`config.mk`:
```
export PLATFORM = sky130hd
export DESIGN_NAME = cpwd_top
export DESIGN_NICKNAME = d
export VERILOG_FILES = /design/src/cpwd_pkg.sv /design/src/cpwd_lock_if.sv /design/src/cpwd_lock_det.sv /design/src/cpwd_top.sv
export SDC_FILE = /design/constraint.sdc
export NUM_CORES = 1
export LEC_CHECK = 0
export ABC_AREA = 0
export BUFFER_PORTS_ARGS = -buffer_cell sky130_fd_sc_hd__buf_2
export CAP_MARGIN = 10
export CORE_UTILIZATION = 58
export CTS_BUF_LIST = sky130_fd_sc_hd__clkbuf_16
export CTS_CLUSTER_DIAMETER = 40
export DETAILED_ROUTE_END_ITERATION = 8
export GPL_TIMING_DRIVEN = 0
export PLACE_DENSITY = 0.8
export SLEW_MARGIN = 20
export SYNTH_ARGS = -nofsm -noshare
export SYNTH_HDL_FRONTEND = slang
export SYNTH_SLANG_ARGS = --single-unit
```
`constraint.sdc`:
```
create_clock -name clk -period 3 [get_ports clk]
set_input_delay 0.45 -clock clk [delete_from_list [all_inputs] [get_ports clk]]
set_output_delay 0.45 -clock clk [all_outputs]
set_load 0.02 [all_outputs]
```
`src/cpwd_pkg.sv`:
```
// constants, types and register map of the clock and watchdog supervisor
// assumes an ahb-lite slave with 32-bit words and one 50 MHz clock
package cpwd_pkg;
	// printed offsets are not multiples of four: kept as indices
	localparam logic [7:0] CPWD_IDX_TRIM_HI = 8'h18;
	localparam logic [7:0] CPWD_IDX_TRIM_LO = 8'h19;
	localparam logic [7:0] CPWD_IDX_CTRL = 8'h20;
	localparam logic [7:0] CPWD_IDX_DIV = 8'h21;
	localparam logic [7:0] CPWD_IDX_STAT = 8'h22;
	localparam logic [7:0] CPWD_IDX_IRQ = 8'h23;
	localparam logic [7:0] CPWD_IDX_MASK = 8'h24;
	localparam logic [7:0] CPWD_IDX_WDSVC = 8'h25;
	localparam logic [7:0] CPWD_IDX_WDCFG = 8'h26;
	// ctrl bit positions
	localparam int CPWD_C_WRITE_PROTECT = 0;
	localparam int CPWD_C_LOOPSEL = 1;
	localparam int CPWD_C_LOCK_IRQ_ENABLE = 2;
	localparam int CPWD_C_OSC_ENABLE = 3;
	localparam int CPWD_C_PSEUDO_STOP = 4;
	localparam int CPWD_C_PCE = 5;
	localparam int CPWD_C_STOP_AUTOCLOCK_DISABLE = 6;
	localparam int CPWD_C_WDSEL0 = 7;
	localparam int CPWD_C_WDSEL1 = 8;
	// status / irq bit positions
	localparam int CPWD_S_LOCK = 0;
	localparam int CPWD_S_OSC_STABLE = 1;
	localparam int CPWD_I_LOCK = 0;
	localparam int CPWD_I_MON = 1;
	localparam int CPWD_I_WD = 2;
	localparam logic [31:0] CPWD_CTRL_RST = 32'h0000_0000;
	localparam logic [31:0] CPWD_DIV_RST = 32'h0000_0018;
	localparam logic [15:0] CPWD_WSVC_KEY1 = 16'h0055;
	localparam logic [15:0] CPWD_WSVC_KEY2 = 16'h00AA;
	localparam logic [15:0] CPWD_LOCK_TOL = 16'h0002;
	localparam logic [15:0] CPWD_UNL_TOL = 16'h0004;
	localparam logic [7:0] CPWD_OSC_SETTLE = 8'h40;
	localparam logic [7:0] CPWD_MON_WIN = 8'h80;
	localparam logic [7:0] CPWD_MON_MIN = 8'h02;
	localparam logic [2:0] CPWD_RESYNC = 3'h3;
	typedef enum logic [1:0] {
		CPWD_S_IDLE = 2'b00,
		CPWD_S_ADDR = 2'b01,
		CPWD_S_DATA = 2'b11
	} cpwd_bus_t;
endpackage

```
`src/cpwd_lock_if.sv`:
```
// lock detector handshake between the top and the lock-window counter
// one clock domain, all sampled edges already synchronised
`timescale 1ns/1ns
interface cpwd_lock_if;
	logic ref_tick;
	logic fb_tick;
	logic clear;
	logic locked;
	modport top (output ref_tick, output fb_tick, output clear, input locked);
	modport det (input ref_tick, input fb_tick, input clear, output locked);
endinterface

```
`src/cpwd_lock_det.sv`:
```
// frequency comparator: counts feedback ticks over a window of reference ticks
// ticks are one-cycle pulses on clk
`timescale 1ns/1ns
module cpwd_lock_det
	import cpwd_pkg::*;
#(
	parameter int WIN = 16
)
(
	input wire logic clk, // system clock
	input wire logic rstn, // async reset, low
	cpwd_lock_if.det lk // tick and lock handshake
);
	logic [15:0] ref_cnt_r, ref_cnt_nxt;
	logic [15:0] fb_cnt_r, fb_cnt_nxt;
	logic [15:0] idle_r, idle_nxt;
	logic locked_r, locked_nxt;
	logic [15:0] diff;

	always_comb
	begin
		ref_cnt_nxt = ref_cnt_r;
		fb_cnt_nxt = fb_cnt_r;
		idle_nxt = idle_r + 16'h0001;
		locked_nxt = locked_r;
		diff = (fb_cnt_r > 16'(WIN)) ? fb_cnt_r - 16'(WIN) : 16'(WIN) - fb_cnt_r;
		if (lk.fb_tick)
			fb_cnt_nxt = fb_cnt_r + 16'h0001;
		if (lk.ref_tick)
		begin
			idle_nxt = 16'h0000;
			ref_cnt_nxt = ref_cnt_r + 16'h0001;
			if (ref_cnt_r == 16'(WIN - 1))
			begin
				ref_cnt_nxt = 16'h0000;
				fb_cnt_nxt = {15'h0000, lk.fb_tick};
				// hysteresis: tight band to lock, wider band to unlock
				if (diff <= CPWD_LOCK_TOL)
					locked_nxt = 1'b1;
				else if (diff > CPWD_UNL_TOL)
					locked_nxt = 1'b0;
			end
		end
		// a silent reference is a lost reference
		if (idle_r == 16'hFFFF)
		begin
			locked_nxt = 1'b0;
			idle_nxt = idle_r;
		end
		if (lk.clear)
		begin
			locked_nxt = 1'b0;
			ref_cnt_nxt = 16'h0000;
			fb_cnt_nxt = 16'h0000;
		end
	end

	always_ff @(posedge clk or negedge rstn)
	begin
		if (!rstn)
		begin
			ref_cnt_r <= 16'h0000;
			fb_cnt_r <= 16'h0000;
			idle_r <= 16'h0000;
			locked_r <= 1'b0;
		end
		else
		begin
			ref_cnt_r <= ref_cnt_nxt;
			fb_cnt_r <= fb_cnt_nxt;
			idle_r <= idle_nxt;
			locked_r <= locked_nxt;
		end
	end

	assign lk.locked = locked_r;
endmodule // cpwd_lock_det

```
`src/cpwd_top.sv`:
```
// clock supervisor: rc trim, pll dividers, lock detect, pll monitor, watchdog
// analog clocks arrive as async pins and are sampled on clk before use
`timescale 1ns/1ns
module cpwd_top
	import cpwd_pkg::*;
#(
	parameter int WD_BITS = 16, // watchdog timeout is 2**WD_BITS source ticks
	parameter int LOCK_WIN = 16 // reference ticks per lock comparison
)
(
	input wire logic clk, // 50 MHz bus clock
	input wire logic rstn, // async reset, low
	input wire logic [31:0] haddr, // ahb address
	input wire logic [1:0] htrans, // ahb transfer type
	input wire logic hwrite, // ahb write
	input wire logic [2:0] hsize, // ahb size
	input wire logic [31:0] hwdata, // ahb write data
	input wire logic hsel, // ahb select
	input wire logic hready, // ahb bus ready
	output logic [31:0] hrdata, // ahb read data
	output logic hreadyout, // ahb slave ready
	output logic hresp, // ahb response, always okay
	input wire logic [15:0] factory_trim, // trim word from flash
	input wire logic trim_load_valid, // flash trim word present
	input wire logic vco_clock, // vco output pin
	input wire logic ref_src_rc, // internal_rc_clock pin
	input wire logic crystal_clock, // crystal oscillator pin
	input wire logic auto_clock, // autonomous clock pin
	input wire logic stop_mode, // device in stop
	output logic [15:0] rc_trim, // trim to rc oscillator
	output logic pll_enable, // pll powered
	output logic [1:0] ref_range, // loop bandwidth ref range
	output logic [1:0] vco_range, // loop bandwidth vco range
	output logic pll_clock, // vco over post divider
	output logic bus_clock_div, // half of pll_clock
	output logic monitor_reset, // pll clock monitor reset pulse
	output logic watchdog_reset, // watchdog timeout reset pulse
	output logic irq // level interrupt
);
	// two-flop sync of all asynchronous clocks: vco, rc, xtal, aclk
	logic [3:0] s1_r, s2_r, s3_r;
	always_ff @(posedge clk or negedge rstn)
	begin
		if (!rstn)
		begin
			s1_r <= 4'h0;
			s2_r <= 4'h0;
			s3_r <= 4'h0;
		end
		else
		begin
			s1_r <= {auto_clock, crystal_clock, ref_src_rc, vco_clock};
			s2_r <= s1_r;
			s3_r <= s2_r;
		end
	end
	logic [3:0] rise;
	assign rise = s2_r & ~s3_r;

	// ahb-lite slave
	cpwd_bus_t bst_r, bst_nxt;
	logic [7:0] idx_r, idx_nxt;
	logic wr_r, wr_nxt;
	logic [31:0] rd_r, rd_nxt;
	logic [15:0] trim_r, trim_nxt;
	logic [31:0] ctrl_r, ctrl_nxt;
	logic [31:0] div_r, div_nxt;
	logic [2:0] irqs_r, irqs_nxt;
	logic [2:0] mask_r, mask_nxt;
	logic osc_stable_r, osc_stable_nxt;
	logic [7:0] osc_cnt_r, osc_cnt_nxt;
	logic loaded_r, loaded_nxt;
	logic wd_svc_r, wd_svc_nxt;
	logic [15:0] wd_last_r, wd_last_nxt;
	logic trim_wr, trim_clear;
	logic lock_now, lock_q_r;
	logic mon_fire, wd_fire, irq_r, irq_nxt, pll_en_r, pll_en_nxt;

	assign trim_wr = wr_r && bst_r == CPWD_S_DATA && !ctrl_r[CPWD_C_WRITE_PROTECT] &&
		(idx_r == CPWD_IDX_TRIM_HI || idx_r == CPWD_IDX_TRIM_LO);
	assign trim_clear = trim_wr && ctrl_r[CPWD_C_LOOPSEL];

	always_comb
	begin
		bst_nxt = CPWD_S_IDLE;
		idx_nxt = idx_r;
		wr_nxt = 1'b0;
		rd_nxt = rd_r;
		trim_nxt = trim_r;
		ctrl_nxt = ctrl_r;
		div_nxt = div_r;
		mask_nxt = mask_r;
		wd_svc_nxt = 1'b0;
		wd_last_nxt = wd_last_r;
		loaded_nxt = loaded_r;
		irqs_nxt = irqs_r;
		// factory trim lands once, after reset release
		if (!loaded_r && trim_load_valid)
		begin
			trim_nxt = factory_trim;
			loaded_nxt = 1'b1;
		end
		if (hsel && hready && htrans[1])
		begin
			bst_nxt = CPWD_S_DATA;
			idx_nxt = haddr[9:2];
			wr_nxt = hwrite;
		end
		if (bst_r == CPWD_S_DATA && wr_r)
		begin
			case (idx_r)
				CPWD_IDX_TRIM_HI:
				begin
					if (trim_wr)
						trim_nxt[15:8] = {hwdata[7:3], 1'b0, hwdata[1:0]};
				end
				CPWD_IDX_TRIM_LO:
				begin
					if (trim_wr)
						trim_nxt[7:0] = hwdata[7:0];
				end
				CPWD_IDX_CTRL: ctrl_nxt = {23'h0, hwdata[8:0]};
				CPWD_IDX_DIV: div_nxt = {13'h0, hwdata[18:0]};
				CPWD_IDX_IRQ: irqs_nxt = irqs_r & ~hwdata[2:0];
				CPWD_IDX_MASK: mask_nxt = hwdata[2:0];
				CPWD_IDX_WDSVC:
				begin
					// two-key service sequence
					wd_last_nxt = hwdata[15:0];
					wd_svc_nxt = (wd_last_r == CPWD_WSVC_KEY1) && (hwdata[15:0] == CPWD_WSVC_KEY2);
				end
				default: ;
			endcase
		end
		// set wins over a same-cycle clear
		if (lock_now != lock_q_r && ctrl_r[CPWD_C_LOCK_IRQ_ENABLE])
			irqs_nxt[CPWD_I_LOCK] = 1'b1;
		if (mon_fire)
			irqs_nxt[CPWD_I_MON] = 1'b1;
		if (wd_fire)
			irqs_nxt[CPWD_I_WD] = 1'b1;
		rd_nxt = 32'h0000_0000;
		if (hsel && hready && htrans[1] && !hwrite)
		begin
			case (haddr[9:2])
				CPWD_IDX_TRIM_HI: rd_nxt = {24'h0, trim_r[15:11], 1'b0, trim_r[9:8]};
				CPWD_IDX_TRIM_LO: rd_nxt = {24'h0, trim_r[7:0]};
				CPWD_IDX_CTRL: rd_nxt = ctrl_r;
				CPWD_IDX_DIV: rd_nxt = div_r;
				CPWD_IDX_STAT: rd_nxt = {30'h0, osc_stable_r, lock_now};
				CPWD_IDX_IRQ: rd_nxt = {29'h0, irqs_r};
				CPWD_IDX_MASK: rd_nxt = {29'h0, mask_r};
				default: rd_nxt = 32'h0000_0000;
			endcase
		end
	end

	always_ff @(posedge clk or negedge rstn)
	begin
		if (!rstn)
		begin
			bst_r <= CPWD_S_IDLE;
			idx_r <= 8'h00;
			wr_r <= 1'b0;
			rd_r <= 32'h0000_0000;
			trim_r <= 16'h0000;
			ctrl_r <= CPWD_CTRL_RST;
			div_r <= CPWD_DIV_RST;
			irqs_r <= 3'h0;
			mask_r <= 3'h0;
			loaded_r <= 1'b0;
			wd_svc_r <= 1'b0;
			wd_last_r <= 16'h0000;
		end
		else
		begin
			bst_r <= bst_nxt;
			idx_r <= idx_nxt;
			wr_r <= wr_nxt;
			rd_r <= rd_nxt;
			trim_r <= trim_nxt;
			ctrl_r <= ctrl_nxt;
			div_r <= div_nxt;
			irqs_r <= irqs_nxt;
			mask_r <= mask_nxt;
			loaded_r <= loaded_nxt;
			wd_svc_r <= wd_svc_nxt;
			wd_last_r <= wd_last_nxt;
		end
	end

	// div fields: [5:0] feedback, [9:6] reference, [14:10] post, [16:15] ref range,
	// [18:17] vco range
	logic [5:0] fb_cnt_r, fb_cnt_nxt;
	logic [3:0] rf_cnt_r, rf_cnt_nxt;
	logic [4:0] pd_cnt_r, pd_cnt_nxt;
	logic fb_tick_r, fb_tick_nxt, rf_tick_r, rf_tick_nxt;
	logic pll_r, pll_nxt, bus_r, bus_nxt;
	logic full_stop, ref_edge;
	assign full_stop = stop_mode && !ctrl_r[CPWD_C_PSEUDO_STOP];
	assign ref_edge = ctrl_r[CPWD_C_OSC_ENABLE] ? rise[2] : rise[1];

	always_comb
	begin
		fb_cnt_nxt = fb_cnt_r;
		rf_cnt_nxt = rf_cnt_r;
		pd_cnt_nxt = pd_cnt_r;
		fb_tick_nxt = 1'b0;
		rf_tick_nxt = 1'b0;
		pll_nxt = pll_r;
		bus_nxt = bus_r;
		if (rise[0])
		begin
			fb_cnt_nxt = fb_cnt_r + 6'h01;
			if (fb_cnt_r == div_r[5:0])
			begin
				fb_cnt_nxt = 6'h00;
				fb_tick_nxt = 1'b1;
			end
			pd_cnt_nxt = pd_cnt_r + 5'h01;
			if (pd_cnt_r == div_r[14:10])
			begin
				pd_cnt_nxt = 5'h00;
				pll_nxt = ~pll_r;
				if (!pll_r)
					bus_nxt = ~bus_r;
			end
		end
		if (ref_edge)
		begin
			rf_cnt_nxt = rf_cnt_r + 4'h1;
			if (rf_cnt_r == div_r[9:6])
			begin
				rf_cnt_nxt = 4'h0;
				rf_tick_nxt = 1'b1;
			end
		end
		if (full_stop)
		begin
			fb_tick_nxt = 1'b0;
			rf_tick_nxt = 1'b0;
		end
	end

	always_ff @(posedge clk or negedge rstn)
	begin
		if (!rstn)
		begin
			fb_cnt_r <= 6'h00;
			rf_cnt_r <= 4'h0;
			pd_cnt_r <= 5'h00;
			fb_tick_r <= 1'b0;
			rf_tick_r <= 1'b0;
			pll_r <= 1'b0;
			bus_r <= 1'b0;
		end
		else
		begin
			fb_cnt_r <= fb_cnt_nxt;
			rf_cnt_r <= rf_cnt_nxt;
			pd_cnt_r <= pd_cnt_nxt;
			fb_tick_r <= fb_tick_nxt;
			rf_tick_r <= rf_tick_nxt;
			pll_r <= pll_nxt;
			bus_r <= bus_nxt;
		end
	end

	cpwd_lock_if lk_if ();
	assign lk_if.ref_tick = rf_tick_r;
	assign lk_if.fb_tick = fb_tick_r;
	assign lk_if.clear = trim_clear || full_stop;
	assign lock_now = lk_if.locked;
	cpwd_lock_det #(.WIN(LOCK_WIN)) u_lock (.clk(clk), .rstn(rstn), .lk(lk_if));

	// oscillator stable, pll clock monitor, watchdog
	logic [7:0] mon_win_r, mon_win_nxt, mon_edges_r, mon_edges_nxt;
	logic [WD_BITS-1:0] wd_cnt_r, wd_cnt_nxt;
	logic [2:0] rsync_r, rsync_nxt;
	logic wd_src, wd_run, mon_r, mon_nxt, wdr_r, wdr_nxt;

	always_comb
	begin
		// source: sel1 -> aclk, else sel0 ? xtal : rc
		if (ctrl_r[CPWD_C_WDSEL1])
			wd_src = rise[3];
		else if (ctrl_r[CPWD_C_WDSEL0])
			wd_src = rise[2];
		else
			wd_src = rise[1];
		wd_run = 1'b1;
		if (stop_mode)
		begin
			if (ctrl_r[CPWD_C_WDSEL1])
				wd_run = !ctrl_r[CPWD_C_STOP_AUTOCLOCK_DISABLE];
			else
				wd_run = ctrl_r[CPWD_C_PSEUDO_STOP] && ctrl_r[CPWD_C_PCE] && ctrl_r[CPWD_C_WDSEL0]
					&& ctrl_r[CPWD_C_OSC_ENABLE] && osc_stable_r;
		end
	end

	assign mon_fire = mon_win_r == CPWD_MON_WIN && mon_edges_r < CPWD_MON_MIN && !full_stop;
	assign wd_fire = wd_src && wd_run && rsync_r == 3'h0 && wd_cnt_r == '1 && !wd_svc_r;

	always_comb
	begin
		osc_stable_nxt = osc_stable_r;
		osc_cnt_nxt = osc_cnt_r;
		if (!ctrl_r[CPWD_C_OSC_ENABLE])
		begin
			osc_stable_nxt = 1'b0;
			osc_cnt_nxt = 8'h00;
		end
		else if (rise[2] && osc_cnt_r != CPWD_OSC_SETTLE)
			osc_cnt_nxt = osc_cnt_r + 8'h01;
		else if (osc_cnt_r == CPWD_OSC_SETTLE)
			osc_stable_nxt = 1'b1;
		if (trim_clear)
		begin
			osc_stable_nxt = 1'b0;
			osc_cnt_nxt = 8'h00;
		end
		// monitor counts pll edges per fixed window of bus clocks
		mon_win_nxt = mon_win_r + 8'h01;
		mon_edges_nxt = mon_edges_r;
		if (pll_nxt && !pll_r && mon_edges_r != 8'hFF)
			mon_edges_nxt = mon_edges_r + 8'h01;
		if (mon_win_r == CPWD_MON_WIN || full_stop)
		begin
			mon_win_nxt = 8'h00;
			mon_edges_nxt = 8'h00;
		end
		mon_nxt = mon_fire;
		// aclk watchdog resyncs for a few ticks after leaving stop
		rsync_nxt = rsync_r;
		if (stop_mode && ctrl_r[CPWD_C_WDSEL1] && ctrl_r[CPWD_C_STOP_AUTOCLOCK_DISABLE])
			rsync_nxt = CPWD_RESYNC;
		else if (wd_src && rsync_r != 3'h0)
			rsync_nxt = rsync_r - 3'h1;
		wd_cnt_nxt = wd_cnt_r;
		if (wd_svc_r)
			wd_cnt_nxt = '0;
		else if (wd_src && wd_run && rsync_r == 3'h0)
			wd_cnt_nxt = wd_cnt_r + WD_BITS'(1);
		wdr_nxt = wd_fire;
		// follows the status and mask values that land at this same edge
		irq_nxt = |(irqs_nxt & mask_nxt);
		pll_en_nxt = !full_stop;
	end

	always_ff @(posedge clk or negedge rstn)
	begin
		if (!rstn)
		begin
			osc_stable_r <= 1'b0;
			osc_cnt_r <= 8'h00;
			mon_win_r <= 8'h00;
			mon_edges_r <= 8'h00;
			mon_r <= 1'b0;
			rsync_r <= 3'h0;
			wd_cnt_r <= '0;
			wdr_r <= 1'b0;
			lock_q_r <= 1'b0;
			irq_r <= 1'b0;
			pll_en_r <= 1'b1;
		end
		else
		begin
			osc_stable_r <= osc_stable_nxt;
			osc_cnt_r <= osc_cnt_nxt;
			mon_win_r <= mon_win_nxt;
			mon_edges_r <= mon_edges_nxt;
			mon_r <= mon_nxt;
			rsync_r <= rsync_nxt;
			wd_cnt_r <= wd_cnt_nxt;
			wdr_r <= wdr_nxt;
			lock_q_r <= lock_now;
			irq_r <= irq_nxt;
			pll_en_r <= pll_en_nxt;
		end
	end

	assign hrdata = rd_r;
	assign hreadyout = 1'b1;
	assign hresp = 1'b0;
	assign rc_trim = trim_r;
	assign pll_enable = pll_en_r;
	assign ref_range = div_r[16:15];
	assign vco_range = div_r[18:17];
	assign pll_clock = pll_r;
	assign bus_clock_div = bus_r;
	assign monitor_reset = mon_r;
	assign watchdog_reset = wdr_r;
	assign irq = irq_r;
endmodule // cpwd_top

```
==> metrics.txt <==
final wirelength=about 25,000 um; status=finished, final reports clean; CP arrival=3.18 ns; Worst path depth=11; worst slew pin tran=1.17 ns; Critical path buffers and inverters=3; DR WL/cell=17.3 um; Cell variety after synth=67; CTS clk-pin slew, worst paths=0.06 ns; GRT Util Overall=a little over a quarter; Critical Path RT=3.47 ns; vias in the first global route=8,421; Num CTS Buffers=31; Slowest-stage cell, CP=dfrtp_1; die area=about 0.020 sq mm; Top delay family on crit path=simple AND/OR/NAND/NOR gates; CP endpoint kind=flop; Area after DPL=0.0119 sq mm; worst hold path class=in -> reg; RSZ-0062 raised after global routing=no; Die X=140 um; CTS Root Cell=clkbuf_16; Final Non-Filler Cells=1,464; reg-to-reg startpoint=u_lock.fb_cnt_r[4]; FF-to-FF End=u_lock.lk.locked; layout cells sized above 1=18.0%; Max Slew Vio Count=0; Post-synth ARST share=100%; area grow syn2layout=17.8%; worst-path cell chain=clkbuf_1 > inv_1 > ha_1 > or3b_1 > clkbuf_1 > nor4_1 > xnor2_1 > o21ai_1 > nor4_4 > o2111ai_1 > o21ai_1; Setup Viol. Count Final=0; die height=140 um; hold path depth=1; antenna violations before repair=4; top_reg_cell synth=dfrtp_1; DP HPWL=17,400 um; via-per-instance ratio=5.77; cell count after synthesis=1,054; reg-to-reg slack, setup=0.29 ns; P per Cell Area=622 mW/mm^2; sequential area share after synthesis=51.3%; Crit Path Category=reg -> reg; DR iter-0 viols=between 500 and 600; Final Net Count=1,318; yosys warns=0; CTS tree=done; clk sinks=about 230; clk_lat worst skew=roughly 0.55 ns; largest net degree at the start of global routing=90; Final Hold Viols=0; Setup crit start=u_lock.fb_cnt_r[4]; post-route DRC violation count=0; first-pass GRT wire length=41,900 um; Startpoint Class=flop; clock skew=0.0170 ns; number of synthesized flops with an enable pin=0; Tmin final=2.71 ns; GP Congestion=0.848; Period Utilization, post-route=90.4%; Mapped Avg Cell Area=10.5 sq um; Pwr Total=8.08 mW; Peak VDD IR=around 0.55 mV; Worst Setup EP=u_lock.lk.locked; cell row count=50; CORE AREA=0.0186 sq mm; Critical Path Fanout Max=10; Post-Place Cells=around 1,400; initial core utilization=between 50% and 60%; Routed Antenna Nets=0; router iterations before antenna repair=5; CTS Buffer Depth=3; Max Freq=369 MHz; max_slew headroom=21.4%; cells on worst reg2reg path=11; Synth Register Bits=around 230; Max H-tree Level=1; maxcap violations=0; Post-Syn Area=0.0110 sq mm; P_leak=6.04 nW; final instance area=around 0.013 sq mm; port bufs=98; Slowest Stage Delay on Critical Path=0.40 ns; # IOs=156; total gr overflow=0; vias=8,445; WHS=0.0208 ns
-- per-layer routing --
metal,wire length [um],vias to the layer above,GRT usage (%)
li1,-,4005,-
met1,11200,4128,36.4
met2,12100,254,42.7
met3,1360,58,4.09
met4,678,0,10.8
met5,0,-,0
-- cell usage after synthesis (5+ instances only) --
cell type,n,area share [%]
o21ai_1,10,0.45
a21oi_1,42,1.9
mux2_2,30,3.1
clkbuf_1,34,1.2
nand3_1,48,2.2
mux2_1,38,3.9
xnor2_1,29,2.3
nor2_1,130,4.4
xor2_1,53,4.2
buf_4,19,1.3
nor3_1,18,0.82
dfrtp_1,223,51
ha_1,20,2.3
nand2_1,70,2.4
nor2b_1,6,0.34
o31ai_1,5,0.34
a22o_1,5,0.40
or3_1,9,0.51
a222oi_1,6,0.54
nand3b_1,5,0.34
a22oi_1,7,0.48
and3_1,43,2.4
nor4_1,18,1.0
o21ai_0,43,2.0
mux2i_1,23,2.1
inv_1,20,0.68
nand4_1,16,0.91
nand2b_1,14,0.79
-- layout by cell type, fill, tap and decap left out, types with 31 or more instances in the layout --
| cell type | instances |
|---|---|
| mux2_1 | 38 |
| dfrtp_1 | 223 |
| xor2_1 | 53 |
| buf_2 | 100 |
| clkbuf_1 | 34 |
| nand2_1 | 70 |
| o21ai_0 | 43 |
| nand3_1 | 48 |
| nor2_1 | 130 |
| and3_1 | 43 |
| a21oi_1 | 42 |
| clkbuf_16 | 31 |
-- final cells by class --
| class | count | area (sq um) |
|---|---|---|
| fillers | 1388 | 5650 |
| clock buffers | 31 | 776 |
| clock inverters | 26 | 259 |
| well taps | 234 | 293 |
| flip-flops and latches | 226 | 5660 |
| diodes | 4 | 10.0 |
| repair buffers | 102 | 576 |
| inverters | 21 | 78.8 |
| multi-input cells | 759 | 5020 |
| plain buffers | 61 | 319 |
-- timing repair --
action	in CTS	in global routing
gates resized for setup	0	0
endpoints found under the hold margin	59	0
hold buffers	2	0
setup buffers	0	0
-- per-stage QoR --
step / util [%] / worst slack (ns) / TNS [ns]
finish: 69.7 / 0.287 / 0
global route: 69.7 / 0.0611 / 0
CTS: 69.6 / 0.314 / 0
detailed placement: 64.0 / 0.187 / 0
global placement: 63.6 / -2.39 / -532.05
floorplan: - / 0.585 / 0
-- logic make-up (layout without fill, tap and decap cells) --
| logic type | Yosys count | in the layout | share of synthesized area (%) |
|---|---|---|---|
| buffers and inverters | 82 | 241 | 3.61 |
| AOI/OAI and AO/OA | 139 | 139 | 7.92 |
| muxes | 92 | 92 | 9.24 |
| adders and majority gates | 20 | 20 | 2.27 |
| and+or+nand+nor | 411 | 411 | 19.0 |
| other | 2 | 19 | 0.0681 |
| DFF | 226 | 226 | 51.3 |
| xor gates and xnor gates | 82 | 82 | 6.52 |
-- worst min-delay path by stage --
stage,from,end,slack (ns)
finish,crystal_clock,s1_r[2],0.02
global route,vco_clock,s1_r[0],0.005
CTS,vco_clock,s1_r[0],0.005
detailed placement,s1_r[1],s2_r[1],0.34
global placement,s1_r[1],s2_r[1],0.33
floorplan,rstn,bst_r[0],0.15
-- worst register-to-register path, stage by stage, from the launching register on --
cell and delay (ns):
dfrtp_1 0.40, clkbuf_1 0.24, inv_1 0.17, ha_1 0.28, or3b_1 0.36, clkbuf_1 0.17, nor4_1 0.36, xnor2_1 0.16
o21ai_1 0.10, nor4_4 0.13, o2111ai_1 0.14, o21ai_1 0.13
-- state kept, by name (all words and copies together), names as in the netlist, 5 cells and up --
signal,count
div_r,19
hrdata,19
rc_trim,16
u_lock.fb_cnt_r,16
u_lock.idle_r,16
u_lock.ref_cnt_r,16
wd_cnt_r,16
wd_last_r,16
ctrl_r,9
idx_r,8
mon_edges_r,8
mon_win_r,8
osc_cnt_r,8
fb_cnt_r,6
pd_cnt_r,5
-- power breakdown --
part,leakage [nW],switching [mW],internal [mW]
registers,2.91,0.234,3.30
clock network,0.515,1.45,2.19
logic,2.62,0.508,0.408
Note: power is estimated with default switching activity, not from simulation.
